$ cat src/shared/del_pkg.sv
package del_pkg;
  // log geometry
  localparam int unsigned LOG_DEPTH = 9;
  localparam int unsigned PTR_W     = 4;
  // fixed prefix in front of class and number
  localparam logic [15:0] ID_PREFIX = 16'hf1c8;
  // backplane event class and numbers
  localparam logic [7:0] CLS_BPLANE   = 8'h1e;
  localparam logic [7:0] NUM_ABORT    = 8'h0d;
  localparam logic [7:0] NUM_RD_FAIL  = 8'h0e;
  localparam logic [7:0] NUM_WR_FAIL  = 8'h0f;
  localparam logic [7:0] NUM_BAD_SIZE = 8'h41;
  // protocol master exception class and nak number
  localparam logic [7:0] CLS_PROTO    = 8'h0e;
  localparam logic [7:0] NUM_EXC_NAK  = 8'h67;
  localparam logic [7:0] EXC_CODE_NAK = 8'h07;
  // length range accepted from the host
  localparam logic [10:0] XFER_MIN = 11'h001;
  localparam logic [10:0] XFER_MAX = 11'h400;
  // diagnostic records, byte 0 in low byte
  localparam logic [31:0] DIAG_WIRE_BREAK = 32'h00020c25;
  localparam logic [31:0] DIAG_PARAM_ERR  = 32'h00000c83;
  // interrupt disabled after default parameterisation
  localparam logic        IRQ_EN_RESET    = 1'b0;
  // source selector for generic events
  typedef enum logic [1:0] {
    DEL_SRC_HW,
    DEL_SRC_PARAM,
    DEL_SRC_REQ,
    DEL_SRC_XFER
  } del_src_t;
endpackage : del_pkg

$ cat src/shared/del_log_if.sv
`timescale 1ns/1ps
// one event write towards the ring store
interface del_log_if;
  logic       wr;   // one-cycle write strobe
  logic [7:0] cls;  // event class
  logic [7:0] num;  // event number
  logic       clr;  // wipe all entries
  modport src  (output wr, output cls, output num, output clr);
  modport sink (input wr, input cls, input num, input clr);
endinterface : del_log_if

$ cat src/rtl/del_ring.sv
`timescale 1ns/1ps
// ring of event entries, read back newest first
module del_ring (
  input  wire logic                        ref_clk,
  input  wire logic                        nrst,
  del_log_if.sink                          lg,
  input  wire logic [del_pkg::PTR_W-1:0]   rd_idx,
  output logic      [7:0]                  rd_cls,
  output logic      [7:0]                  rd_num,
  output logic      [del_pkg::PTR_W-1:0]   count
);
  // state in one packed struct
  typedef struct packed {
    logic [del_pkg::PTR_W-1:0] head;   // next slot to write
    logic [del_pkg::PTR_W-1:0] cnt;    // entries held
    logic [7:0]                rcls;
    logic [7:0]                rnum;
  } del_ring_st_t;

  del_ring_st_t st;
  del_ring_st_t next_st;
  logic [15:0]  mem [del_pkg::LOG_DEPTH];  // class and number per entry

  // wrap a pointer step backwards
  function automatic logic [del_pkg::PTR_W-1:0] del_back(input logic [del_pkg::PTR_W-1:0] p,
                                                         input logic [del_pkg::PTR_W-1:0] n);
    logic [del_pkg::PTR_W:0] t;
    t = {1'b0, p} + 5'(del_pkg::LOG_DEPTH) - {1'b0, n};
    if (t >= 5'(del_pkg::LOG_DEPTH)) t = t - 5'(del_pkg::LOG_DEPTH);
    return t[del_pkg::PTR_W-1:0];
  endfunction : del_back

  // pointer and readout update
  always_comb begin
    logic [del_pkg::PTR_W-1:0] slot;
    slot    = del_back(st.head, rd_idx + 4'h1);
    next_st = st;
    // newest entry sits just behind head
    next_st.rcls = (rd_idx < st.cnt) ? mem[slot][15:8] : 8'h00;
    next_st.rnum = (rd_idx < st.cnt) ? mem[slot][7:0]  : 8'h00;
    if (lg.clr) begin
      next_st.head = '0;
      next_st.cnt  = '0;
    end else if (lg.wr) begin
      next_st.head = (st.head == 4'(del_pkg::LOG_DEPTH - 1)) ? 4'h0 : st.head + 4'h1;
      // when full the oldest slot is simply overwritten
      if (st.cnt != 4'(del_pkg::LOG_DEPTH)) next_st.cnt = st.cnt + 4'h1;
    end
  end

  always_ff @(posedge ref_clk) begin
    if (!nrst) st <= '0;
    else       st <= next_st;
  end

  // storage has no reset; cnt hides stale slots
  always_ff @(posedge ref_clk) begin
    if (lg.wr && !lg.clr) mem[st.head] <= {lg.cls, lg.num};
  end

  assign rd_cls = st.rcls;
  assign rd_num = st.rnum;
  assign count  = st.cnt;

  // count never passes depth
  cnt_bound_a: assert property (@(posedge ref_clk) disable iff (!nrst)
    st.cnt <= 4'(del_pkg::LOG_DEPTH)) else $error("log count above depth");
  // full log stays full on write
  full_stays_a: assert property (@(posedge ref_clk) disable iff (!nrst)
    (st.cnt == 4'(del_pkg::LOG_DEPTH) && lg.wr && !lg.clr) |=> st.cnt == 4'(del_pkg::LOG_DEPTH))
    else $error("full log lost entries on write");
  // clear empties the log
  clear_empty_a: assert property (@(posedge ref_clk) disable iff (!nrst)
    lg.clr |=> st.cnt == 4'h0) else $error("clear did not empty log");
  // newest is read at index zero
  newest_first_a: assert property (@(posedge ref_clk) disable iff (!nrst)
    (lg.wr && !lg.clr && rd_idx == 4'h0) ##1 (rd_idx == 4'h0 && !lg.clr)
      |=> rd_cls == $past(lg.cls, 2)) else $error("newest entry not first");
endmodule : del_ring

$ cat src/rtl/del_top.sv
`timescale 1ns/1ps
// Behaviour
// - ring log holds at most nine entries
// - full log drops oldest on new entry
// - readout returns newest entry first
// - power loss or new parameters clear log
// - event id is f1c8, class, number
// - parameter enables interrupt, default off
// - interrupt only for wire break, param error
// - four-byte info record with each interrupt
// - wire break record 25 0c 02 00
// - param error record 83 0c 00 00
// - aborted request logs 1e 0d
// - read/write fails log 1e 0e/0f, keep return
// - length outside 1..1024 rejected, logs 1e 41
// - master nak exception 07 logs 0e 67
// - log accepts all four fault groups
module del_top (
  input  wire logic        ref_clk,
  input  wire logic        nrst,
  // parameterisation
  input  wire logic        param_load,       // new parameter set applied
  input  wire logic        param_irq_en,     // diag interrupt enable in that set
  input  wire logic        param_err,        // parameterisation fault pulse
  input  wire logic        rxd_wire_break,   // receive line broken pulse
  // backplane request side
  input  wire logic        req_abort,        // request lost to restart/reset
  input  wire logic        rd_rec_fail,      // read-record transfer failed
  input  wire logic        wr_rec_fail,      // write-record transfer failed
  input  wire logic [15:0] xfer_ret,         // transfer return value
  input  wire logic        size_check,       // new request length to check
  input  wire logic [10:0] transfer_length,  // requested byte count
  output logic             size_ok,          // length accepted
  // protocol master reply
  input  wire logic        exc_valid,        // exception reply pulse
  input  wire logic [7:0]  exc_code,         // exception code
  // generic fault sources
  input  wire logic        gen_valid,
  input  wire del_pkg::del_src_t gen_src,
  input  wire logic [7:0]  gen_cls,
  input  wire logic [7:0]  gen_num,
  // host readout
  input  wire logic [3:0]  rd_idx,           // 0 is newest
  output logic      [31:0] rd_event_id,      // prefix, class, number
  output logic      [3:0]  log_count,
  output logic      [15:0] xfer_ret_saved,
  // diagnostic interrupt
  output logic             diag_irq,         // one-cycle pulse
  output logic      [31:0] diag_info,        // byte 0 in low byte
  input  wire logic        power_fail        // loss of supply
);
  // all state in one packed struct
  typedef struct packed {
    logic        irq_en;
    logic        irq;
    logic [31:0] info;
    logic [15:0] ret;
    logic        ok;
  } del_top_st_t;

  del_top_st_t st;
  del_top_st_t next_st;
  del_log_if   lg ();
  logic [7:0]  rcls;
  logic [7:0]  rnum;

  // build id from class and number
  function automatic logic [31:0] del_id(input logic [7:0] c, input logic [7:0] n);
    return {del_pkg::ID_PREFIX, c, n};
  endfunction : del_id

  // pick one event per cycle, most serious first
  always_comb begin
    lg.wr  = 1'b1;
    lg.cls = del_pkg::CLS_BPLANE;
    lg.num = del_pkg::NUM_ABORT;
    lg.clr = param_load | power_fail;
    if (req_abort) begin
      lg.num = del_pkg::NUM_ABORT;
    end else if (rd_rec_fail) begin
      lg.num = del_pkg::NUM_RD_FAIL;
    end else if (wr_rec_fail) begin
      lg.num = del_pkg::NUM_WR_FAIL;
    end else if (size_check && (transfer_length < del_pkg::XFER_MIN || transfer_length > del_pkg::XFER_MAX)) begin
      lg.num = del_pkg::NUM_BAD_SIZE;
    end else if (exc_valid && exc_code == del_pkg::EXC_CODE_NAK) begin
      lg.cls = del_pkg::CLS_PROTO;
      lg.num = del_pkg::NUM_EXC_NAK;
    end else if (gen_valid) begin
      // every fault group goes in unchanged
      lg.cls = gen_cls;
      lg.num = gen_num;
    end else begin
      lg.wr = 1'b0;
    end
  end

  // interrupt, record and length verdict
  always_comb begin
    next_st     = st;
    next_st.irq = 1'b0;
    if (param_load) next_st.irq_en = param_irq_en;
    if (rd_rec_fail || wr_rec_fail) next_st.ret = xfer_ret;
    if (size_check) next_st.ok = transfer_length >= del_pkg::XFER_MIN && transfer_length <= del_pkg::XFER_MAX;
    // enable is read before this cycle's load takes hold
    if (st.irq_en && rxd_wire_break) begin
      next_st.irq  = 1'b1;
      next_st.info = del_pkg::DIAG_WIRE_BREAK;
    end else if (st.irq_en && param_err) begin
      next_st.irq  = 1'b1;
      next_st.info = del_pkg::DIAG_PARAM_ERR;
    end
  end

  always_ff @(posedge ref_clk) begin
    if (!nrst) begin
      st        <= '0;
      st.irq_en <= del_pkg::IRQ_EN_RESET;
    end else begin
      st <= next_st;
    end
  end

  del_ring u_ring (
    .ref_clk (ref_clk),
    .nrst    (nrst),
    .lg      (lg),
    .rd_idx  (rd_idx),
    .rd_cls  (rcls),
    .rd_num  (rnum),
    .count   (log_count)
  );

  assign rd_event_id    = del_id(rcls, rnum);
  assign diag_irq       = st.irq;
  assign diag_info      = st.info;
  assign xfer_ret_saved = st.ret;
  assign size_ok        = st.ok;

  // record matches the event that raised it
  irq_record_a: assert property (@(posedge ref_clk) disable iff (!nrst)
    (st.irq_en && rxd_wire_break && !param_load) |=> diag_irq && diag_info == 32'h00020c25)
    else $error("wire break record wrong");
  param_record_a: assert property (@(posedge ref_clk) disable iff (!nrst)
    (st.irq_en && param_err && !rxd_wire_break) |=> diag_irq && diag_info == 32'h00000c83)
    else $error("param error record wrong");
  // no interrupt when disabled or without cause
  irq_gated_a: assert property (@(posedge ref_clk) disable iff (!nrst)
    (!st.irq_en || !(rxd_wire_break || param_err)) |=> !diag_irq)
    else $error("interrupt without enabled cause");
  // enable follows the loaded parameter
  irq_enable_a: assert property (@(posedge ref_clk) disable iff (!nrst)
    param_load |=> st.irq_en == $past(param_irq_en)) else $error("enable not loaded");
  // zero length is not accepted
  bad_size_a: assert property (@(posedge ref_clk) disable iff (!nrst)
    (size_check && transfer_length == 11'h000) |=> !size_ok) else $error("zero length accepted");
  abort_log_a: assert property (@(posedge ref_clk) disable iff (!nrst)
    req_abort |-> lg.wr && lg.cls == 8'h1e && lg.num == 8'h0d) else $error("abort not logged");
  id_prefix_a: assert property (@(posedge ref_clk) disable iff (!nrst)
    rd_event_id[31:16] == 16'hf1c8) else $error("id prefix wrong");
  nak_log_a: assert property (@(posedge ref_clk) disable iff (!nrst)
    (exc_valid && exc_code == 8'h07 && !req_abort && !rd_rec_fail && !wr_rec_fail && !size_check)
      |-> lg.wr && lg.num == 8'h67) else $error("nak not logged");
endmodule : del_top

$ cat config.mk
export PLATFORM = sky130hd
export DESIGN_NAME = del_top
export DESIGN_NICKNAME = d
export VERILOG_FILES = /design/src/shared/del_pkg.sv /design/src/shared/del_log_if.sv /design/src/rtl/del_ring.sv /design/src/rtl/del_top.sv
export SDC_FILE = /design/constraint.sdc
export NUM_CORES = 1
export LEC_CHECK = 0
export BUFFER_PORTS_ARGS = -buffer_cell sky130_fd_sc_hd__buf_4
export CAP_MARGIN = 10
export CORE_MARGIN = 8
export CORE_UTILIZATION = 51
export DETAILED_ROUTE_END_ITERATION = 12
export GPL_TIMING_DRIVEN = 0
export PLACE_DENSITY = 0.72
export SYNTH_ARGS = -nofsm -noshare
export SYNTH_HDL_FRONTEND = slang
export SYNTH_SLANG_ARGS = --single-unit
$ cat constraint.sdc
create_clock -name ref_clk -period 3.3 [get_ports ref_clk]
set_input_delay 0.165 -clock ref_clk [delete_from_list [all_inputs] [get_ports ref_clk]]
set_output_delay 0.165 -clock ref_clk [all_outputs]
set_load 0.005 [all_outputs]
# Word level (Yosys, flattened, before mapping)
# Memories as Yosys holds them, arrays and structs flattened. A register that Yosys moved wholly into a read port is not among the register bits.
# Index checks and enable logic that the tools add are counted.
# W data, S select, Z words.
word_totals:
  out_inout_bits: 86
  ram_bits: 144
  mem_bits_ro: 0
  ff_bits: 34
  n_memories: 1
  word_cells: 65
  in_bits: 70
  latchBits: 0
memory_table:
  columns: ["name", "words", "word_bits", "read_ports", "rd_clocked_by_memory_dff", "wr", "line_no", "text"]
  rows:
  - ["u_ring.mem", 9, 16, 1, 1, 1, "del_ring.sv:22", "logic [15:0] mem [del_pkg::LOG_DEPTH];"]
op_classes:
  n_bitwise: 2
  add_sub_neg: 6
  magnitude_cmp: 6
  div: 0
  eq_ne: 3
  n_mul: 0
  shift: 0
  reduce_logical: 15
  n_mux: 24
ops:
  columns: ["op", "count"]
  rows:
  - ["$mux W8", 12]
  - ["$mux W33", 2]
  - ["$add A4 B1 Y4 const B", 3]
  - ["$ge A11 B1 Y1 const B", 1]
  - ["$gt A11 B11 Y1 const B", 1]
  - ["$le A11 B11 Y1 const B", 1]
  - ["$lt A11 B1 Y1 const B", 1]
  - ["$eq A8 B3 Y1 const B", 1]
  - ["$mux W1", 8]
  - ["$mux W4", 2]
  - ["$logic_and A1 B1 Y1", 6]
  - ["$add A4 B4 Y5 const B", 1]
  - ["$ge A5 B4 Y1 const B", 1]
  - ["$sub A5 B4 Y5", 1]
  - ["$eq A4 B4 Y1 const B", 1]
  - ["$lt A4 B4 Y1", 1]
  - ["$ne A4 B4 Y1 const B", 1]
  - ["$reduce_and A2 Y1", 2]
  - ["$reduce_or A2 Y1", 2]
  - ["$sub A4 B4 Y4 const B", 1]
  - ["$logic_not A1 Y1", 2]
  - ["$logic_or A1 B1 Y1", 2]
  - ["$reduce_bool A2 Y1", 1]
  - ["$not A1 Y1", 1]
  - ["$or A1 B1 Y1", 1]

# Longest topological paths before layout
# Gate-level depths: netlist of the first run.
depth:
  word_depth: 10
  ltp_mapped: 15

# By module
# From an unflattened synthesis of the first run, not the netlist that was laid out.
unflattened:
  cells_unflattened: 922
  hier_area_um2: 9952.0
by_module_without_submodules:
  columns: ["mod", "seq_area_each_um2", "cells_each", "area_each_um2", "n_inst"]
  rows:
  - ["del_ring", 4804.6, 713, 8361.8, 1]
  - ["del_top", 440.4, 209, 1590.3, 1]

# Least setup slack after synthesis of the first run
# OpenSTA, ideal clock, no wires.
synth_path:
  kind: "input port to flip-flop"
  startpoint: "in transfer_length[4]"
  endpoint: "mem u_ring.mem[3][0], enable pin"
  setup_slack_ns: -0.104
  arrival_ns: 2.974
  n_path_buf: 0
  cell_stages: 5
  required_ns: 2.870
  cell_sequence: "or4_1 nor4_1 o21a_1 o41ai_1 nor4_1"
synth_via:
  elab_chain_cells: 10
  word_cells_on_any_way: 11
synth_rtl:
  columns: ["element", "line_no", "text"]
  rows:
  - ["from (decl)", "del_top.sv:32", "input wire logic [10:0] transfer_length,"]
  - ["$lt A11 B1 Y1 / $gt A11 B11 Y1 (equally long branches)", "del_top.sv:84", "end else if (size_check && (transfer_length < del_pkg::XFER_MIN || transfer_length > del_pkg::XFER_MAX)) begin"]
  - ["$logic_or A1 B1 Y1 (*)", "del_top.sv:84", null]
  - ["$logic_and A1 B1 Y1 (*)", "del_top.sv:84", null]
  - ["$mux W1 (*)", "del_top.sv:84", null]
  - ["$mux W1 (*)", "del_top.sv:82", "end else if (wr_rec_fail) begin"]
  - ["$mux W1 (*)", "del_top.sv:80", "end else if (rd_rec_fail) begin"]
  - ["$mux W1 (*)", "del_top.sv:78", "if (req_abort) begin"]
  - ["$logic_and A1 B1 Y1 (*)", "del_ring.sv:58", "if (lg.wr && !lg.clr) mem[st.head] <= {lg.cls, lg.num};"]
  - ["$mux W1 (*)", "del_ring.sv:58", null]
  - ["$mux W1 (implied by the code) (*)", "del_ring.sv:58", null]
  - ["to (decl)", "del_ring.sv:22", null]
# Mark *: on every way between the ends. The rest lies on a longest branch, timed or not.

# Final worst setup path of the first run
layout_path:
  startpoint: "reg u_ring.st[21] in the netlist's numbering"
  endpoint: "reg u_ring.rd_num[1] (netlist name)"
layout_via:
  elab_chain_cells: 4
  word_cells_on_any_way: 5
layout_rtl:
  columns: ["element", "line_no", "text"]
  rows:
  - ["from (decl)", "del_ring.sv:20", "del_ring_st_t st;"]
  - ["from (signal assigned)", "del_ring.sv:53", "else st <= next_st;"]
  - ["$add A4 B4 Y5 (*)", "del_ring.sv:28", "t = {1'b0, p} + 5'(del_pkg::LOG_DEPTH) - {1'b0, n};"]
  - ["$sub A5 B4 Y5 (*)", "del_ring.sv:28", null]
  - ["$sub A4 B4 Y4 / $ge A5 B4 Y1 (equally long branches)", "del_ring.sv:29", "if (t >= 5'(del_pkg::LOG_DEPTH)) t = t - 5'(del_pkg::LOG_DEPTH);"]
  - ["$mux W4 (*)", "del_ring.sv:29", null]
# Marks and branches as above.
# A chain may end at the register's enable or synchronous reset.

==> parameters.txt, run 1 <==
Parameter                              Value

Timing
  Number of max-slew violations in the final report ... 0
  Final Hold Vio Count ... 0
  Unrepaired setup endpoints after global routing ... yes
  Part of the cycle the worst path needs ... 98.6%
  Count of final setup violators ... 0
  Slew @ Worst Pin ... 1090 ps
  Max Clock Skew ... 7.98 ps
  FMAX ... 0.307 GHz
  Time the worst path needs with I/O delays and setup ... 3250 ps
  Tightest slew margin relative to the limit ... 27.0%
  Worst hold slack across all endpoints ... 28.2 ps

Synth
  Proportion of synthesized area in mux cells ... 5.53%
  Dominant register cell in the synthesized netlist ... sky130_fd_sc_hd__edfxtp_1
  Fraction of registers with async set/reset ... 0%
  Synthesized area per cell ... 12.0 sq um
  Syn. warnings ... 0
  Compound-Gate Fraction of Synth Area ... 13.0%
  Count of cell types in the netlist ... 59
  Number of enable-type register cells in the synthesized netlist ... 144
  Sequential area share after synthesis ... 57.6%
  Simple-gate share of the synthesized area ... 9.78%
  Share of Yosys cell area claimed by the top area cell type ... 47.5%
  Synth Cell Area ... 0.00910 sq mm
  Flop and latch count out of synthesis ... 190
  Dominant combinational cell family by area after synthesis ... compound AO/OA/AOI/OAI gates
  Cell count after synthesis ... 761
  Cell taking the most area after synthesis ... sky130_fd_sc_hd__edfxtp_1
  Share of synthesized cell area in full adder, half adder and majority cells ... 2.83%
  Post-synthesis share of cell area spent on xor and xnor gates ... 0.674%
  Top area cells in the synthesized netlist ... sky130_fd_sc_hd__edfxtp_1 (48%), sky130_fd_sc_hd__dfxtp_1 (10%), sky130_fd_sc_hd__buf_4 (7.0%)

Layout
  Layout cell share with drive strength beyond 1 ... 34.2%
  Count of antenna diodes in the layout ... 0
  Layout area overhead ... 29.9%
  Count of nets after finishing ... 1074

Run
  Max-cap violation count ... 0

Global routing
  Number of global-route vias before repair ... 6406
  Maximum number of pins on one net before global-route repair ... 18
  Total congestion overflow ... 0
  Number of antenna violations at the first check in global routing ... 0
  Total routing resource utilization after global routing ... 20.1%
  First-pass GRT wire length ... 34.8 mm

Power
  Total power ... 0.00593 W
  Worst VDD drop ... 0.402 mV
  Pleak ... 4.94 nW
  Power density over the cells ... 502 mW/mm^2

Place
  Detailed placer's ending HPWL ... 15.3 mm
  Weighted congestion at the end of routability-driven global placement ... 0.828
  I/O Buffers ... 113

Worst setup path
  Family with the most delay on the worst path ... adder cells
  Critical Path Sink Type ... register
  Slowest stage cell, crit path ... sky130_fd_sc_hd__fa_1
  Largest fanout on the critical path ... 10
  Critical Path Source Type ... register
  Kind of critical path ... reg -> reg
  Worst setup slack for register-to-register paths ... 50 ps
  Slowest cell delay on critical path ... 510 ps
  CP required ... 3620 ps
  CP Cell Sequence ... inv_4 > ha_4 > inv_2 > ha_4 > fa_1 > buf_6 > buf_4 > xor2_2 > buf_4 > nand3_1 > a21oi_1 > a41oi_4 > buf_6 > o22a_1 > a32o_2
  Buffering stage count on the worst path with inverters included ... 6
  Critical path data arrival time ... 3580 ps

Drt
  Routed WL ... 22.6 mm
  First-iteration detailed-routing DRC count ... 670
  Average vias per placed instance ... 5.33
  DRC violation count after routing ... 0
  Detail-routed net length per standard cell ... 18.4 um
  Pre-antenna DRT Iters ... 5
  Total vias in the final route ... 6534
  Final antenna-violating net count ... 0

Floorplan
  Area of the placeable core ... 0.0177 sq mm
  Chip Width ... 150 um
  IO Count ... 156
  Die height ... 150 um
  Placement Rows ... 49
  Die Area ... 0.0224 sq mm
  Initial core utilization ... 51.4%

Clock tree
  Count of clock tree sinks ... 190
  Clock latency on the worst-skew pair ... 430 ps
  Clock-pin slew on the worst setup and hold paths ... 70 ps
  Clock tree from TritonCTS ... yes
  Maximum buffer depth of the clock tree ... 2
  Root Driver ... sky130_fd_sc_hd__clkbuf_16
  H-tree depth ... 4
  CTS buffer count ... 17

Hold path
  Hold/Removal Path Class ... in -> reg

Outcome
  Result of the run ... finished, final reports clean
==> state kept, by name (all words and copies together), names as in the netlist <==
signal / cells
diag_info: 3
u_ring.rd_num: 8
u_ring.count: 4
u_ring.rd_cls: 8
size_ok: 1
u_ring.mem: 144
st: 1
xfer_ret_saved: 16
u_ring.st: 4
diag_irq: 1
==> report_power, final <==
part / internal (W) / switching [W] / total [W] / leakage, nW
clock: 0.00100 / 0.000931 / 0.00193 / 0.264
sequential: 0.00260 / 0.0000228 / 0.00263 / 1.86
combinational: 0.000679 / 0.000694 / 0.00137 / 2.81
==> timing repair <==
| item | CTS | global route |
|---|---|---|
| endpoints found under the hold margin | 20 | 0 |
| gates resized for setup | 78 | 34 |
| cloned | 3 | 0 |
| buffers inserted | 25 | 4 |
| pin swaps | 15 | 16 |
| endpoints found under the setup margin | 16 | 16 |
| hold buffers | 21 | 0 |
==> cell families (layout without fill, tap and decap cells) <==
logic type	after synthesis	count (layout)
adders and majority gates	20	20
muxes	49	49
AOI/OAI and AO/OA	151	151
xor gates and xnor gates	7	7
DFF	190	190
and+or+nand+nor	181	181
other	2	40
buffers and inverters	161	359
==> cells in the mapped netlist, types with 5 or more instances <==
| master | count |
|---|---|
| sky130_fd_sc_hd__a2111oi_0 | 15 |
| sky130_fd_sc_hd__a21boi_0 | 17 |
| sky130_fd_sc_hd__a21oi_1 | 18 |
| sky130_fd_sc_hd__a2bb2oi_1 | 15 |
| sky130_fd_sc_hd__a32o_1 | 17 |
| sky130_fd_sc_hd__and2_1 | 11 |
| sky130_fd_sc_hd__and3_1 | 7 |
| sky130_fd_sc_hd__buf_2 | 8 |
| sky130_fd_sc_hd__buf_4 | 85 |
| sky130_fd_sc_hd__clkbuf_1 | 18 |
| sky130_fd_sc_hd__dfxtp_1 | 46 |
| sky130_fd_sc_hd__edfxtp_1 | 144 |
| sky130_fd_sc_hd__ha_1 | 19 |
| sky130_fd_sc_hd__inv_1 | 45 |
| sky130_fd_sc_hd__mux2i_1 | 48 |
| sky130_fd_sc_hd__nand2_1 | 62 |
| sky130_fd_sc_hd__nand2b_1 | 7 |
| sky130_fd_sc_hd__nand3_1 | 26 |
| sky130_fd_sc_hd__nor2_1 | 38 |
| sky130_fd_sc_hd__o211ai_1 | 18 |
| sky130_fd_sc_hd__o21ai_0 | 11 |
| sky130_fd_sc_hd__o22a_1 | 15 |
| sky130_fd_sc_hd__xnor2_1 | 5 |
==> worst reg2reg max path, stage by stage, from the launching register on <==
cell and delay, ps:
sky130_fd_sc_hd__dfxtp_2 350, sky130_fd_sc_hd__inv_4 50, sky130_fd_sc_hd__ha_4 260, sky130_fd_sc_hd__inv_2 40, sky130_fd_sc_hd__ha_4 150, sky130_fd_sc_hd__fa_1 510, sky130_fd_sc_hd__buf_6 140, sky130_fd_sc_hd__buf_4 130
sky130_fd_sc_hd__xor2_2 190, sky130_fd_sc_hd__buf_4 170, sky130_fd_sc_hd__nand3_1 100, sky130_fd_sc_hd__a21oi_1 250, sky130_fd_sc_hd__a41oi_4 110, sky130_fd_sc_hd__buf_6 210, sky130_fd_sc_hd__o22a_1 210, sky130_fd_sc_hd__a32o_2 290
==> final cells by class <==
| class | instances | area, sq um |
|---|---|---|
| Sequential cell | 190 | 5250 |
| Clock buffer | 19 | 443 |
| Tap cell | 229 | 287 |
| Inverter | 45 | 171 |
| Clock inverter | 13 | 110 |
| Timing Repair Buffer | 167 | 1320 |
| Fill cell | 1267 | 5900 |
| Multi-Input combinational cell | 448 | 3370 |
| Buffer | 115 | 871 |
==> stage by stage <==
stage | worst slack (ps) | setup TNS, ps | utilization, % | area (sq um) | cells
after detailed placement | -1020 | -16890 | 58.8 | 10400 | 1142
after global routing | -77.3 | -745 | 66.7 | 11800 | 1226
after CTS | 9.58 | 0 | 65.8 | 11600 | 1222
after global placement | -941 | -22280 | 58.6 | 10400 | 1141
after floorplan | 2.03 | 0 | - | 9250 | 799
final | 45.1 | 0 | 66.7 | 11800 | 1226
==> path summary, 6_finish.rpt <==
path / end / start / depth (start not counted)
worst min-delay path: st[50]$_SDFFE_PN0P_ / param_load / 3
worst max-delay path: u_ring.rd_num[1]$_SDFF_PN0_ / u_ring.st[21]$_SDFFE_PP0P_ / 15
worst min register to register: u_ring.rd_num[4]$_SDFF_PN0_ / u_ring.mem[8][4]$_DFFE_PP_ / 1
worst max register to register: u_ring.rd_num[1]$_SDFF_PN0_ / u_ring.st[21]$_SDFFE_PP0P_ / 15
==> cell usage in the layout (no fill, tap or decap), drive strengths merged, types with 4 or more instances in the layout <==
cell,count
a2111oi,15
a211oi,4
a21boi,17
a21oi,18
a2bb2oi,15
a32o,17
and2,12
and3,8
buf,242
clkbuf,38
clkinv,5
conb,40
dfxtp,46
dlygate4sd3,21
edfxtp,144
ha,19
inv,50
mux2i,48
nand2,62
nand2b,7
nand3,26
nor2,39
nor3,4
nor4,6
o211ai,18
o21ai,14
o22a,15
or3,4
xnor2,5
==> layer usage <==
| layer | track usage [%] | routed length, um |
|---|---|---|
| met4 | 6.46 | 246 |
| met3 | 6.38 | 2180 |
| met5 | 0 | 0 |
| met1 | 24.6 | 9160 |
| met2 | 33.3 | 11000 |
No activity file was read; power rests on OpenSTA's default activity.
==> inputs of run 2 (changes only) <==
- CORE_UTILIZATION: 51 -> 45
- PLACE_DENSITY: 0.72 -> 0.65
==> parameters.txt, run 2 (same netlist as run 1, synthesis figures left out) <==
Parameter                              Value

Outcome
  Result of the run ... finished, violations left
  Failing checks ... setup timing

Power
  Power density over the cells ... 509 mW/mm^2
  Switching power share of the total ... 29.1%
  Portion of total power attributed to combinational logic ... 22.4%
  Reported net switching power ... 0.00176 W
  Worst VDD drop ... 0.352 mV
  Share of power burned in registers ... 43.3%
  Part of the total power dissipated in the clock network ... 34.3%
  Total internal power ... 0.00430 W
  Pleak ... 4.93 nW

Timing
  Final setup margin ... -97.2 ps
  Count of final setup violators ... 15
  Max Clock Skew ... 12.8 ps
  Worst hold slack across all endpoints ... 11.8 ps
  Unrepaired setup endpoints after global routing ... yes
  Number of max-slew violations in the final report ... 0
  Part of the cycle the worst path needs ... 103%
  Final Hold Vio Count ... 0
  Tightest slew margin relative to the limit ... 17.7%
  Slew @ Worst Pin ... 1230 ps
  FMAX ... 0.294 GHz
  Time the worst path needs with I/O delays and setup ... 3400 ps

Worst setup path
  Setup crit start ... u_ring.st[21]$_SDFFE_PP0P_
  Reg-to-Reg Start ... u_ring.st[21]$_SDFFE_PP0P_
  RR Endpoint ... u_ring.rd_num[6]$_SDFF_PN0_
  CP required ... 3630 ps
  Depth of the worst register-to-register path ... 15
  Kind of critical path ... reg -> reg
  Worst setup slack for register-to-register paths ... -100 ps
  Largest fanout on the critical path ... 6
  Critical path data arrival time ... 3730 ps
  Critical Path Sink Type ... register
  Critical Path Source Type ... register
  Termination of the worst setup path ... u_ring.rd_num[6]$_SDFF_PN0_

Place
  Detailed placer's ending HPWL ... 15.7 mm
  I/O Buffers ... 113
  Weighted congestion at the end of routability-driven global placement ... 0.804

Floorplan
  Die Area ... 0.0250 sq mm
  Die height ... 158 um
  Placement Rows ... 52
  Chip Width ... 158 um
  Initial core utilization ... 45.4%
  IO Count ... 156
  Area of the placeable core ... 0.0200 sq mm

Clock tree
  Maximum buffer depth of the clock tree ... 2
  Clock tree from TritonCTS ... yes
  CTS buffer count ... 17
  Root Driver ... sky130_fd_sc_hd__clkbuf_16
  Clock-pin slew on the worst setup and hold paths ... 80 ps
  Clock latency on the worst-skew pair ... 430 ps
  Count of clock tree sinks ... 190
  H-tree depth ... 4

Drt
  Final antenna-violating net count ... 0
  Detail-routed net length per standard cell ... 18.3 um
  Average vias per placed instance ... 5.18
  First-iteration detailed-routing DRC count ... 584
  Pre-antenna DRT Iters ... 5
  Routed WL ... 23.1 mm
  Total vias in the final route ... 6530
  DRC violation count after routing ... 0

Layout
  Number of flip-flops in the largest register ... 144
  Count of nets after finishing ... 1068
  Highest-count cells in the layout ignoring fill and taps ... sky130_fd_sc_hd__buf_4 (222), sky130_fd_sc_hd__edfxtp_1 (144), sky130_fd_sc_hd__nand2_1 (62)
  Final cell utilization of the core ... 59.5%
  Layout area overhead ... 30.9%
  Count of antenna diodes in the layout ... 0
  Layout cell share with drive strength beyond 1 ... 32.9%
  Largest register by flop count ... u_ring.mem
  Most common library cell in the layout ignoring fill and taps ... sky130_fd_sc_hd__buf_4

Run
  Max-cap violation count ... 0

Global routing
  Number of global-route vias before repair ... 6568
  First-pass GRT wire length ... 35.9 mm
  Total routing resource utilization after global routing ... 18.9%
  Maximum number of pins on one net before global-route repair ... 22
  Total congestion overflow ... 0
  Number of antenna violations at the first check in global routing ... 0

Hold path
  Hold/Removal Path Class ... in -> reg
run 2: cell types whose count changed in the layout (fill, tap and decap cells not counted), moves of 2 or more:
| cell | previous run | this run |
|---|---|---|
| sky130_fd_sc_hd__a2111oi_2 | 9 | 4 |
| sky130_fd_sc_hd__a2111oi_4 | 5 | 9 |
| sky130_fd_sc_hd__a32o_1 | 10 | 14 |
| sky130_fd_sc_hd__a32o_2 | 7 | 3 |
| sky130_fd_sc_hd__buf_4 | 226 | 222 |
| sky130_fd_sc_hd__buf_6 | 9 | 12 |
| sky130_fd_sc_hd__clkbuf_4 | 5 | 2 |
| sky130_fd_sc_hd__clkinv_2 | 2 | 0 |
| sky130_fd_sc_hd__clkinv_8 | 1 | 5 |
| sky130_fd_sc_hd__clkinvlp_4 | 3 | 1 |
| sky130_fd_sc_hd__dfxtp_1 | 43 | 45 |
| sky130_fd_sc_hd__dfxtp_2 | 3 | 1 |
run 2: power by group through the flow:
stage                     logic (W)  registers, W  clock network (W)
after floorplan            0.000702       0.00267                  0
after global placement      0.00105       0.00268                  0
after detailed placement    0.00106       0.00268                  0
after CTS                   0.00129       0.00262            0.00211
after global routing        0.00146       0.00263            0.00221
final                       0.00136       0.00262            0.00208
run 2: worst min path at each step:
stage | startpoint | end | slack [ps] | cells past startpoint
after global routing | xfer_ret[7] | xfer_ret_saved[7]$_SDFFE_PN0P_ | 40 | 3
final | xfer_ret[7] | xfer_ret_saved[7]$_SDFFE_PN0P_ | 10 | 3
after global placement | size_check | size_ok$_SDFFE_PN0P_ | 420 | 3
after CTS | xfer_ret[7] | xfer_ret_saved[7]$_SDFFE_PN0P_ | 0.03 | 3
after floorplan | xfer_ret[15] | xfer_ret_saved[15]$_SDFFE_PN0P_ | 310 | 2
after detailed placement | param_irq_en | st[50]$_SDFFE_PN0P_ | 430 | 3
run 2: worst max-delay path, cell delays in order (launching register included):
cell and delay [ps]:
sky130_fd_sc_hd__dfxtp_2 360, sky130_fd_sc_hd__inv_4 50, sky130_fd_sc_hd__ha_4 260, sky130_fd_sc_hd__inv_2 40
sky130_fd_sc_hd__ha_4 150, sky130_fd_sc_hd__fa_1 460, sky130_fd_sc_hd__buf_6 140, sky130_fd_sc_hd__nor4_4 350
sky130_fd_sc_hd__o32ai_4 170, sky130_fd_sc_hd__nor2_2 190, sky130_fd_sc_hd__buf_6 130, sky130_fd_sc_hd__buf_6 90
sky130_fd_sc_hd__a41oi_4 200, sky130_fd_sc_hd__buf_6 220, sky130_fd_sc_hd__o22a_1 220, sky130_fd_sc_hd__a32o_1 250
run 2: metal layers:
| metal | part of all wire (%) | global-route usage (%) | vias to the layer above |
|---|---|---|---|
| met2 | 48 | 30.6 | 243 |
| li1 | - | - | 3112 |
| met1 | 44 | 24.2 | 3156 |
| met5 | 0 | 0 | - |
| met3 | 7.8 | 5.68 | 19 |
| met4 | 1.1 | 4.94 | 0 |
run 2: what timing repair did:
action | in CTS | in global routing
gates resized for setup | 84 | 15
pin swaps | 14 | 20
endpoints found under the setup margin | 16 | 16
setup buffers | 15 | 9
hold buffers | 20 | 0
gates cloned | 3 | 0
endpoints found under the hold margin | 19 | 0
run 2: area by class of cell:
| cell class | instances | area [sq um] |
|---|---|---|
| Sequential cell | 190 | 5250 |
| Multi-Input combinational cell | 448 | 3400 |
| Buffer | 114 | 857 |
| Fill cell | 1652 | 8120 |
| Clock inverter | 15 | 183 |
| Clock buffer | 17 | 425 |
| Inverter | 45 | 171 |
| Timing Repair Buffer | 162 | 1300 |
| Tap cell | 270 | 338 |
run 2: through the flow:
stage	cell area, sq um	setup WS (ps)	power, W	setup TNS (ps)	cells
after floorplan	9250	2.03	0.00337	0	799
after global placement	10400	-1100	0.00373	-27160	1182
after detailed placement	10500	-1100	0.00373	-20130	1184
after CTS	11800	6.12	0.00602	0	1252
after global routing	11900	-211	0.00629	-2750	1261
final	11900	-97.2	0.00606	-860	1261
